$ cat config.mk
export PLATFORM = sky130hd
export DESIGN_NAME = dbtt_regs
export DESIGN_NICKNAME = d
export VERILOG_FILES = /design/src/common/dbtt_pkg.sv /design/src/rtl/dbtt_word.sv /design/src/rtl/dbtt_regs.sv
export SDC_FILE = /design/constraint.sdc
export NUM_CORES = 1
export LEC_CHECK = 0
export BUFFER_PORTS_ARGS = -buffer_cell sky130_fd_sc_hd__clkbuf_2
export CORE_MARGIN = 1.5
export CORE_UTILIZATION = 50
export DETAILED_ROUTE_END_ITERATION = 8
export GPL_TIMING_DRIVEN = 0
export PLACE_DENSITY_LB_ADDON = 0.12
export SKIP_CTS_REPAIR_TIMING = 1
export SYNTH_ARGS = -nofsm -noshare
export SYNTH_HDL_FRONTEND = slang
export SYNTH_SLANG_ARGS = --single-unit
$ cat constraint.sdc
create_clock -name REF_CLK -period 3.55 [get_ports REF_CLK]
set_clock_uncertainty 0.2 [all_clocks]
set_input_delay 0.5325 -clock REF_CLK [delete_from_list [all_inputs] [get_ports REF_CLK]]
set_output_delay 0.5325 -clock REF_CLK [all_outputs]
set_load 0.1 [all_outputs]
$ cat src/common/dbtt_pkg.sv
// Package of the dither and bank timing trim register group.
// Assumes a 32-bit AXI4-Lite slave port with a 12-bit byte address.
package dbtt_pkg;

  // Register data width and count
  localparam int unsigned DATA_W = 8;
  localparam int unsigned NUM_REGS = 6;
  localparam int unsigned ADDR_W = 12;
  localparam int unsigned IDX_W = 10;

  // Register indices; byte address is four times the index
  localparam logic [IDX_W-1:0] IDX_DITHER_CONTROL = 10'h09D;
  localparam logic [IDX_W-1:0] IDX_BANK0_ZERO_PHASE_TIMING = 10'h102;
  localparam logic [IDX_W-1:0] IDX_BANK0_QUADRATURE_TIMING = 10'h103;
  localparam logic [IDX_W-1:0] IDX_BANK1_ZERO_PHASE_TIMING = 10'h112;
  localparam logic [IDX_W-1:0] IDX_BANK1_QUADRATURE_TIMING = 10'h113;
  localparam logic [IDX_W-1:0] IDX_BANK4_ZERO_PHASE_TIMING = 10'h142;

  // Slot numbers of the registers inside the word array
  localparam int unsigned SLOT_DITHER = 0;
  localparam int unsigned SLOT_B0_ZERO = 1;
  localparam int unsigned SLOT_B0_QUAD = 2;
  localparam int unsigned SLOT_B1_ZERO = 3;
  localparam int unsigned SLOT_B1_QUAD = 4;
  localparam int unsigned SLOT_B4_ZERO = 5;

  // Index of each slot, in slot order
  localparam logic [NUM_REGS-1:0][IDX_W-1:0] SLOT_IDX = {
    IDX_BANK4_ZERO_PHASE_TIMING, IDX_BANK1_QUADRATURE_TIMING, IDX_BANK1_ZERO_PHASE_TIMING,
    IDX_BANK0_QUADRATURE_TIMING, IDX_BANK0_ZERO_PHASE_TIMING, IDX_DITHER_CONTROL};

  // Reset values, in slot order
  localparam logic [DATA_W-1:0] RST_DITHER_CONTROL = 8'h01;
  localparam logic [DATA_W-1:0] RST_TIMING = 8'h00;
  localparam logic [NUM_REGS-1:0][DATA_W-1:0] SLOT_RST = {
    RST_TIMING, RST_TIMING, RST_TIMING, RST_TIMING, RST_TIMING, RST_DITHER_CONTROL};

  // Dither control field positions
  localparam int unsigned DITHER_ENABLE_BIT = 0;
  localparam int unsigned DITHER_AMPLITUDE_SELECT_BIT = 1;
  localparam int unsigned ROUNDING_ERROR_SELECT_BIT = 2;

  // AXI responses
  localparam logic [1:0] RESP_OKAY = 2'h0;
  localparam logic [1:0] RESP_SLVERR = 2'h2;

  // Sequencer states
  typedef enum logic [0:0] {
    DBTT_ST_LOAD = 1'b0,
    DBTT_ST_RUN = 1'b1
  } dbtt_state_e_t;

  // Factory fuse contents, one word per slot
  typedef struct packed {
    logic [NUM_REGS-1:0][DATA_W-1:0] word;
  } dbtt_fuse_t;

  // Settings handed to the converter
  typedef struct packed {
    logic dither_enable;
    logic dither_amplitude_select;
    logic rounding_error_offset;
    logic rounding_error_quarter;
    logic [DATA_W-1:0] bank0_applied_word;
    logic [DATA_W-1:0] bank1_applied_word;
    logic [DATA_W-1:0] bank4_zero_phase_word;
  } dbtt_trim_t;

  // State of the register group, apart from the stored words
  typedef struct packed {
    dbtt_state_e_t st;
    logic awready;
    logic aw_held;
    logic [IDX_W-1:0] aw_idx;
    logic wready;
    logic w_held;
    logic [DATA_W-1:0] w_data;
    logic w_lane0;
    logic bvalid;
    logic [1:0] bresp;
    logic arready;
    logic rvalid;
    logic [DATA_W-1:0] rdata;
    logic [1:0] rresp;
    dbtt_trim_t trim;
  } dbtt_state_t;

endpackage

$ cat src/rtl/dbtt_word.sv
// One fuse-backed read/write register word.
// Assumes a single clock with synchronous active-low reset.
`timescale 1ns/10ps
`default_nettype none
module dbtt_word #(
  parameter int unsigned W = 8,
  parameter logic [W-1:0] RST_VAL = '0
) (
  // Clock and reset
  input wire logic clk,
  input wire logic rst_n,
  // Fuse load
  input wire logic load_en,
  input wire logic [W-1:0] fuse_val,
  // Software write
  input wire logic wr_en,
  input wire logic [W-1:0] wr_data,
  // Stored value
  output logic [W-1:0] q
);

  logic [W-1:0] q_r;
  logic [W-1:0] q_nxt;

  // Fuse copy after reset, then software writes
  always_comb begin
    q_nxt = q_r;
    if (load_en) begin
      q_nxt = fuse_val;
    end else if (wr_en) begin
      q_nxt = wr_data;
    end
  end

  // Constant under reset, fuse value loaded after release
  always_ff @(posedge clk) begin
    if (!rst_n) begin
      q_r <= RST_VAL;
    end else begin
      q_r <= q_nxt;
    end
  end

  assign q = q_r;

endmodule
`default_nettype wire

$ cat src/rtl/dbtt_regs.sv
// Dither control and bank sampling-time trim registers with an AXI4-Lite slave.
// Assumes fuse contents are stable at reset release and the mode input is synchronous.
//
// The AXI4-Lite interface to the registers is this design's own decision.
`timescale 1ns/10ps
`default_nettype none
module dbtt_regs (
  // Clock and reset
  input wire logic REF_CLK,
  input wire logic RST_N,
  // Factory fuse contents
  input wire dbtt_pkg::dbtt_fuse_t FUSE,
  // Converter channel mode, one for single channel
  input wire logic SINGLE_CHANNEL,
  // AXI4-Lite write address
  input wire logic S_AXI_AWVALID,
  output logic S_AXI_AWREADY,
  input wire logic [dbtt_pkg::ADDR_W-1:0] S_AXI_AWADDR,
  input wire logic [2:0] S_AXI_AWPROT,
  // AXI4-Lite write data
  input wire logic S_AXI_WVALID,
  output logic S_AXI_WREADY,
  input wire logic [31:0] S_AXI_WDATA,
  input wire logic [3:0] S_AXI_WSTRB,
  // AXI4-Lite write response
  output logic S_AXI_BVALID,
  input wire logic S_AXI_BREADY,
  output logic [1:0] S_AXI_BRESP,
  // AXI4-Lite read address
  input wire logic S_AXI_ARVALID,
  output logic S_AXI_ARREADY,
  input wire logic [dbtt_pkg::ADDR_W-1:0] S_AXI_ARADDR,
  input wire logic [2:0] S_AXI_ARPROT,
  // AXI4-Lite read data
  output logic S_AXI_RVALID,
  input wire logic S_AXI_RREADY,
  output logic [31:0] S_AXI_RDATA,
  output logic [1:0] S_AXI_RRESP,
  // Settings to the converter
  output dbtt_pkg::dbtt_trim_t TRIM
);

  dbtt_pkg::dbtt_state_t s_r;
  dbtt_pkg::dbtt_state_t s_nxt;

  // Stored words, one per slot
  logic [dbtt_pkg::NUM_REGS-1:0][dbtt_pkg::DATA_W-1:0] word_q;
  logic [dbtt_pkg::NUM_REGS-1:0] word_wr;
  logic load_en;

  // Decode helpers
  logic aw_take;
  logic w_take;
  logic ar_take;
  logic do_write;
  logic [dbtt_pkg::NUM_REGS-1:0] aw_hit;
  logic [dbtt_pkg::NUM_REGS-1:0] ar_hit;
  logic [dbtt_pkg::IDX_W-1:0] ar_idx;
  logic [dbtt_pkg::DATA_W-1:0] rd_word;
  logic [dbtt_pkg::DATA_W-1:0] dither_word;

  // Protection bits carry no meaning here
  logic unused_prot;
  assign unused_prot = ^{S_AXI_AWPROT, S_AXI_ARPROT, S_AXI_WDATA[31:8], S_AXI_WSTRB[3:1]};

  // Handshakes on the registered ready signals
  assign aw_take = S_AXI_AWVALID && s_r.awready;
  assign w_take = S_AXI_WVALID && s_r.wready;
  assign ar_take = S_AXI_ARVALID && s_r.arready;
  assign ar_idx = S_AXI_ARADDR[dbtt_pkg::ADDR_W-1:2];

  // Write fires once both halves are held and the response is free
  assign do_write = s_r.aw_held && s_r.w_held && !s_r.bvalid;

  // Fuse copy in the first cycle after reset release
  assign load_en = (s_r.st == dbtt_pkg::DBTT_ST_LOAD);

  // Address compare per slot
  always_comb begin
    for (int i = 0; i < dbtt_pkg::NUM_REGS; i++) begin
      aw_hit[i] = (s_r.aw_idx == dbtt_pkg::SLOT_IDX[i]);
      ar_hit[i] = (ar_idx == dbtt_pkg::SLOT_IDX[i]);
    end
  end

  // Write strobes only on lane 0, where the 8-bit word sits
  always_comb begin
    for (int i = 0; i < dbtt_pkg::NUM_REGS; i++) begin
      word_wr[i] = do_write && aw_hit[i] && s_r.w_lane0;
    end
  end

  // One fuse-backed word per register
  for (genvar g = 0; g < dbtt_pkg::NUM_REGS; g++) begin : g_word
    dbtt_word #(
      .W(dbtt_pkg::DATA_W),
      .RST_VAL(dbtt_pkg::SLOT_RST[g])
    ) u_word (
      .clk(REF_CLK),
      .rst_n(RST_N),
      .load_en(load_en),
      .fuse_val(FUSE.word[g]),
      .wr_en(word_wr[g]),
      .wr_data(s_r.w_data),
      .q(word_q[g])
    );
  end

  // Read mux; unmapped addresses read zero
  always_comb begin
    rd_word = '0;
    for (int i = 0; i < dbtt_pkg::NUM_REGS; i++) begin
      if (ar_hit[i]) begin
        rd_word = word_q[i];
      end
    end
  end

  assign dither_word = word_q[dbtt_pkg::SLOT_DITHER];

  // Next state of the whole group
  always_comb begin
    s_nxt = s_r;

    // Sequencer: one load cycle, then normal operation
    case (s_r.st)
      dbtt_pkg::DBTT_ST_LOAD: begin
        s_nxt.st = dbtt_pkg::DBTT_ST_RUN;
      end
      dbtt_pkg::DBTT_ST_RUN: begin
        s_nxt.st = dbtt_pkg::DBTT_ST_RUN;
      end
      default: begin
        s_nxt.st = dbtt_pkg::DBTT_ST_LOAD;
      end
    endcase

    // Capture write address
    if (aw_take) begin
      s_nxt.aw_held = 1'b1;
      s_nxt.aw_idx = S_AXI_AWADDR[dbtt_pkg::ADDR_W-1:2];
    end

    // Capture write data
    if (w_take) begin
      s_nxt.w_held = 1'b1;
      s_nxt.w_data = S_AXI_WDATA[dbtt_pkg::DATA_W-1:0];
      s_nxt.w_lane0 = S_AXI_WSTRB[0];
    end

    // Retire a finished write response
    if (s_r.bvalid && S_AXI_BREADY) begin
      s_nxt.bvalid = 1'b0;
    end

    // Perform the write and raise the response
    if (do_write) begin
      s_nxt.aw_held = 1'b0;
      s_nxt.w_held = 1'b0;
      s_nxt.bvalid = 1'b1;
      s_nxt.bresp = (|aw_hit) ? dbtt_pkg::RESP_OKAY : dbtt_pkg::RESP_SLVERR;
    end

    // Retire a finished read
    if (s_r.rvalid && S_AXI_RREADY) begin
      s_nxt.rvalid = 1'b0;
    end

    // Take a read and present its data next cycle
    if (ar_take) begin
      s_nxt.rvalid = 1'b1;
      s_nxt.rdata = rd_word;
      s_nxt.rresp = (|ar_hit) ? dbtt_pkg::RESP_OKAY : dbtt_pkg::RESP_SLVERR;
    end

    // Ready only in normal operation and with a free slot
    s_nxt.awready = (s_nxt.st == dbtt_pkg::DBTT_ST_RUN) && !s_nxt.aw_held;
    s_nxt.wready = (s_nxt.st == dbtt_pkg::DBTT_ST_RUN) && !s_nxt.w_held;
    s_nxt.arready = (s_nxt.st == dbtt_pkg::DBTT_ST_RUN) && !s_nxt.rvalid;

    // Dither settings from the stored control word
    s_nxt.trim.dither_enable = dither_word[dbtt_pkg::DITHER_ENABLE_BIT];
    s_nxt.trim.dither_amplitude_select = dither_word[dbtt_pkg::DITHER_AMPLITUDE_SELECT_BIT];
    s_nxt.trim.rounding_error_offset = dither_word[dbtt_pkg::ROUNDING_ERROR_SELECT_BIT];
    // Quarter-rate spur effect only in single channel mode
    s_nxt.trim.rounding_error_quarter =
      dither_word[dbtt_pkg::ROUNDING_ERROR_SELECT_BIT] && SINGLE_CHANNEL;

    // Bank 0 word follows the clock phase of converter A
    if (SINGLE_CHANNEL) begin
      s_nxt.trim.bank0_applied_word = word_q[dbtt_pkg::SLOT_B0_QUAD];
    end else begin
      s_nxt.trim.bank0_applied_word = word_q[dbtt_pkg::SLOT_B0_ZERO];
    end

    // Bank 1 word follows the clock phase of converter A
    if (SINGLE_CHANNEL) begin
      s_nxt.trim.bank1_applied_word = word_q[dbtt_pkg::SLOT_B1_QUAD];
    end else begin
      s_nxt.trim.bank1_applied_word = word_q[dbtt_pkg::SLOT_B1_ZERO];
    end

    // Bank 4 word passes on in both modes
    s_nxt.trim.bank4_zero_phase_word = word_q[dbtt_pkg::SLOT_B4_ZERO];
  end

  // State register; all constants under reset
  always_ff @(posedge REF_CLK) begin
    if (!RST_N) begin
      s_r.st <= dbtt_pkg::DBTT_ST_LOAD;
      s_r.awready <= 1'b0;
      s_r.aw_held <= 1'b0;
      s_r.aw_idx <= '0;
      s_r.wready <= 1'b0;
      s_r.w_held <= 1'b0;
      s_r.w_data <= '0;
      s_r.w_lane0 <= 1'b0;
      s_r.bvalid <= 1'b0;
      s_r.bresp <= dbtt_pkg::RESP_OKAY;
      s_r.arready <= 1'b0;
      s_r.rvalid <= 1'b0;
      s_r.rdata <= '0;
      s_r.rresp <= dbtt_pkg::RESP_OKAY;
      s_r.trim <= '0;
    end else begin
      s_r <= s_nxt;
    end
  end

  // Outputs straight from the state register
  assign S_AXI_AWREADY = s_r.awready;
  assign S_AXI_WREADY = s_r.wready;
  assign S_AXI_BVALID = s_r.bvalid;
  assign S_AXI_BRESP = s_r.bresp;
  assign S_AXI_ARREADY = s_r.arready;
  assign S_AXI_RVALID = s_r.rvalid;
  assign S_AXI_RDATA = {24'h000000, s_r.rdata};
  assign S_AXI_RRESP = s_r.rresp;
  assign TRIM = s_r.trim;

endmodule
`default_nettype wire

==> flow_metrics.env <==
export IMPL_status="complete, no violations"
export IMPL_finalSetupViolCount=0
export IMPL_final_nets=967
export IMPL_crit_path_top_delay_cell="nand4_1"
export IMPL_num_vias=5546
export IMPL_cts_buffer_depth=2
export IMPL_numPortBuffers=125
export IMPL_synth_flop_cell="dfxtp_1"
export IMPL_report_final_hold_viol_count=0
export IMPL_syn_inst=676
export IMPL_p_leak_nw=3.11
export IMPL_firstDrtPassIters=8
export IMPL_fp_dieH_um=109
export IMPL_die_area_um2=11800
export IMPL_drv_slew=0
export IMPL_cpPeakStageDelay_ns=0.44
export IMPL_place_inst=966
export IMPL_gr_total_overflow=0
export IMPL_ir_worst_vdd_uv=358
export IMPL_hold_path_class="input port to register"
export IMPL_fp_coreArea_um2=10800
export IMPL_final_cell_count_no_fill=996
export IMPL_grt_max_degree=17
export IMPL_ys_seq_area_share_pct=40.6
export IMPL_max_cap_violations=0
export IMPL_ys_top_cells_by_area="dfxtp_1 41%, buf_4 8.6%, a311oi_1 6.1%"
export IMPL_grt_usage_pct=31.5
export IMPL_max_freq_mhz=437
export IMPL_final_layout_size_suffix_gt1_share_pct=26.9
export IMPL_synth_avg_cell_area_um2=8.25
export IMPL_antenna_found_initial=0
export IMPL_dp_hpwl_um=13400
export IMPL_cellPowerDensity_nw_per_um2=517
export IMPL_clk_pin_slew_ns=0.05
export IMPL_yosysWarnings=0
export IMPL_place_congestion=0.912
export IMPL_num_antenna_cells=0
export IMPL_wirelength_um=18100
export IMPL_dieWidth_um=109
export IMPL_end_kind="register"
export IMPL_synthesis_area_um2=5580
export IMPL_avgViaCountPerCell=5.57
export IMPL_yosysUniqueCellTypes=48
export IMPL_period_share_pct=64.4
export IMPL_yosysTopAreaCell="dfxtp_1"
export IMPL_synthArstFlopShare_pct=0
export IMPL_ys_ff_latch=113
export IMPL_cp_cell_sequence="and4b_1 > clkbuf_1 > nand4_1 > clkbuf_1 > a311oi_1"
export IMPL_hold_path_depth=3
export IMPL_crit_path_frequent_cell="clkbuf_1"
export IMPL_r2r_slack_ns=1.26
export IMPL_cts_made_buffers=17
export IMPL_ioPinCount=191
export IMPL_num_fill_cells=975
export IMPL_ctsRootBufferMaster="clkbuf_8"
export IMPL_htreeDepth=4
export IMPL_insertion_delay_ns=0.52
export IMPL_rows=38
export IMPL_arrival_ns=2.52
export IMPL_worst_r2r_path_depth=5
export IMPL_drcViolationCount=0
export IMPL_cts_tree="yes"
export IMPL_first_iter_violations=434
export IMPL_grt_pass1_vias=5315
export IMPL_area_growth_pct=25.8
export IMPL_worstSetupPathType="register to register"
export IMPL_worstMarginPinSlew_ns=0.934
export IMPL_clock_sinks=113
export IMPL_grt_pass1_wl_um=27400
export IMPL_total_power_mw=3.63
export IMPL_maxSlewHeadroom_pct=37.6
export IMPL_synth_edf_count=0
export IMPL_start_util_pct=51.4
export IMPL_synth_top_area_share_pct=40.6
export IMPL_required_ns=3.78
export IMPL_ant_nets=0
export IMPL_wire_per_inst_um=18.1
export IMPL_start_kind="register"
export IMPL_min_period_ns=2.29
export IMPL_rsz0062_at_grt="no"
export IMPL_critPathMaxFanout=10
export IMPL_final_setup_tns_ns=0
[flip-flops by register name (all words and copies together) (netlist names)]
name,cells
S_AXI_BRESP,1
TRIM,28
g_word.u_word.q,48
s_r,22
S_AXI_AWREADY,1
S_AXI_RRESP,1
S_AXI_RDATA,8
S_AXI_RVALID,1
S_AXI_WREADY,1
S_AXI_ARREADY,1
S_AXI_BVALID,1
[critical path, delay by kind of cell (launching register included)]
kind	cells	cell delay, ns
DFF	1	0.34
AOI/OAI and AO/OA	1	0.34
buffers and inverters	2	0.61
and+or+nand+nor	2	0.70
[power by group]
group	internal [mW]	leakage, nW	switching [mW]
Combinational	0.167	1.91	0.491
Clock	1.02	0.271	0.554
Sequential	1.34	0.931	0.0505
Total	2.53	3.11	1.10
[through the flow]
stage / setup slack, ns / util, % / hold slack [ns] / instance area, µm²
after CTS: 1.29 / 64.7 / 0.0146 / 7010
after global placement: 0.794 / 59.7 / 0.248 / 6470
final: 1.26 / 64.7 / 0.0288 / 7010
after detailed placement: 0.806 / 59.7 / 0.262 / 6470
after floorplan: 1.14 / - / 0.229 / 5670
after global routing: 1.14 / 64.7 / 0.0391 / 7010
[path summary, 6_finish.rpt]
path | start | to
worst max register to register | S_AXI_BVALID$_SDFFE_PN0P_ | g_word[4].u_word.q[3]$_SDFFE_PN0P_
worst max-delay path | S_AXI_BVALID$_SDFFE_PN0P_ | g_word[4].u_word.q[3]$_SDFFE_PN0P_
worst min register to register | s_r[47]$_SDFFE_PN0P_ | s_r[47]$_SDFFE_PN0P_
worst min-delay path | S_AXI_AWADDR[5] | s_r[57]$_SDFFE_PN0P_
[synthesized netlist by cell type (9+ instances only)]
cell / count
a21oi_1: 39
a22oi_1: 11
a311oi_1: 39
and2_1: 12
buf_4: 64
clkbuf_1: 38
dfxtp_1: 113
inv_1: 41
mux2i_1: 24
nand2_1: 57
nand2b_1: 18
nor2_1: 71
nor4_1: 9
o21ai_0: 48
[cell families after synthesis]
family                 after synthesis  share of synthesized area, %
other                                1                        0.0672
AOI/OAI and AO/OA                  177                          21.3
buffers and inverters              152                          14.9
DFF                                113                          40.6
and+or+nand+nor                    209                          18.8
muxes                               24                          4.31
[cells in the final DEF, fill, tap and decap left out, drive strengths merged, types with 2 or more instances in the layout]
cell type / count
and3: 2
nor4: 9
nor2: 71
or3: 2
nand3: 4
and2: 12
clkbuf: 186
nor3: 5
nand4: 6
nand2: 57
a21oi: 39
conb: 26
clkinv: 5
bufinv: 2
a21boi: 5
a222oi: 4
a311oi: 39
a2111oi: 8
dfxtp: 113
and4b: 2
nand2b: 18
buf: 72
a32oi: 4
a22oi: 11
or4b: 2
nand3b: 8
o21ai: 56
o22ai: 8
or2: 2
nor3b: 4
inv: 42
mux2i: 24
[final cells by class]
cell class              count  area, µm²  share of cell area (%)
plain buffers             110        676                    9.63
flip-flops and latches    113       2260                    32.3
clock inverters             7       85.1                    1.21
multi-input cells         436       2570                    36.7
inverters                  42        158                    2.25
repair buffers            125        626                    8.92
clock buffers              23        457                    6.51
well taps                 140        175                    2.50
[metal layers]
layer	global-route usage, %	vias up	part of all wire [%]
li1	-	2628	-
met1	39.5	2615	41
met2	50.8	261	47
met3	6.58	42	8.2
met4	17.0	0	3.6
met5	0	-	0
No activity file was read; power rests on OpenSTA's default activity.
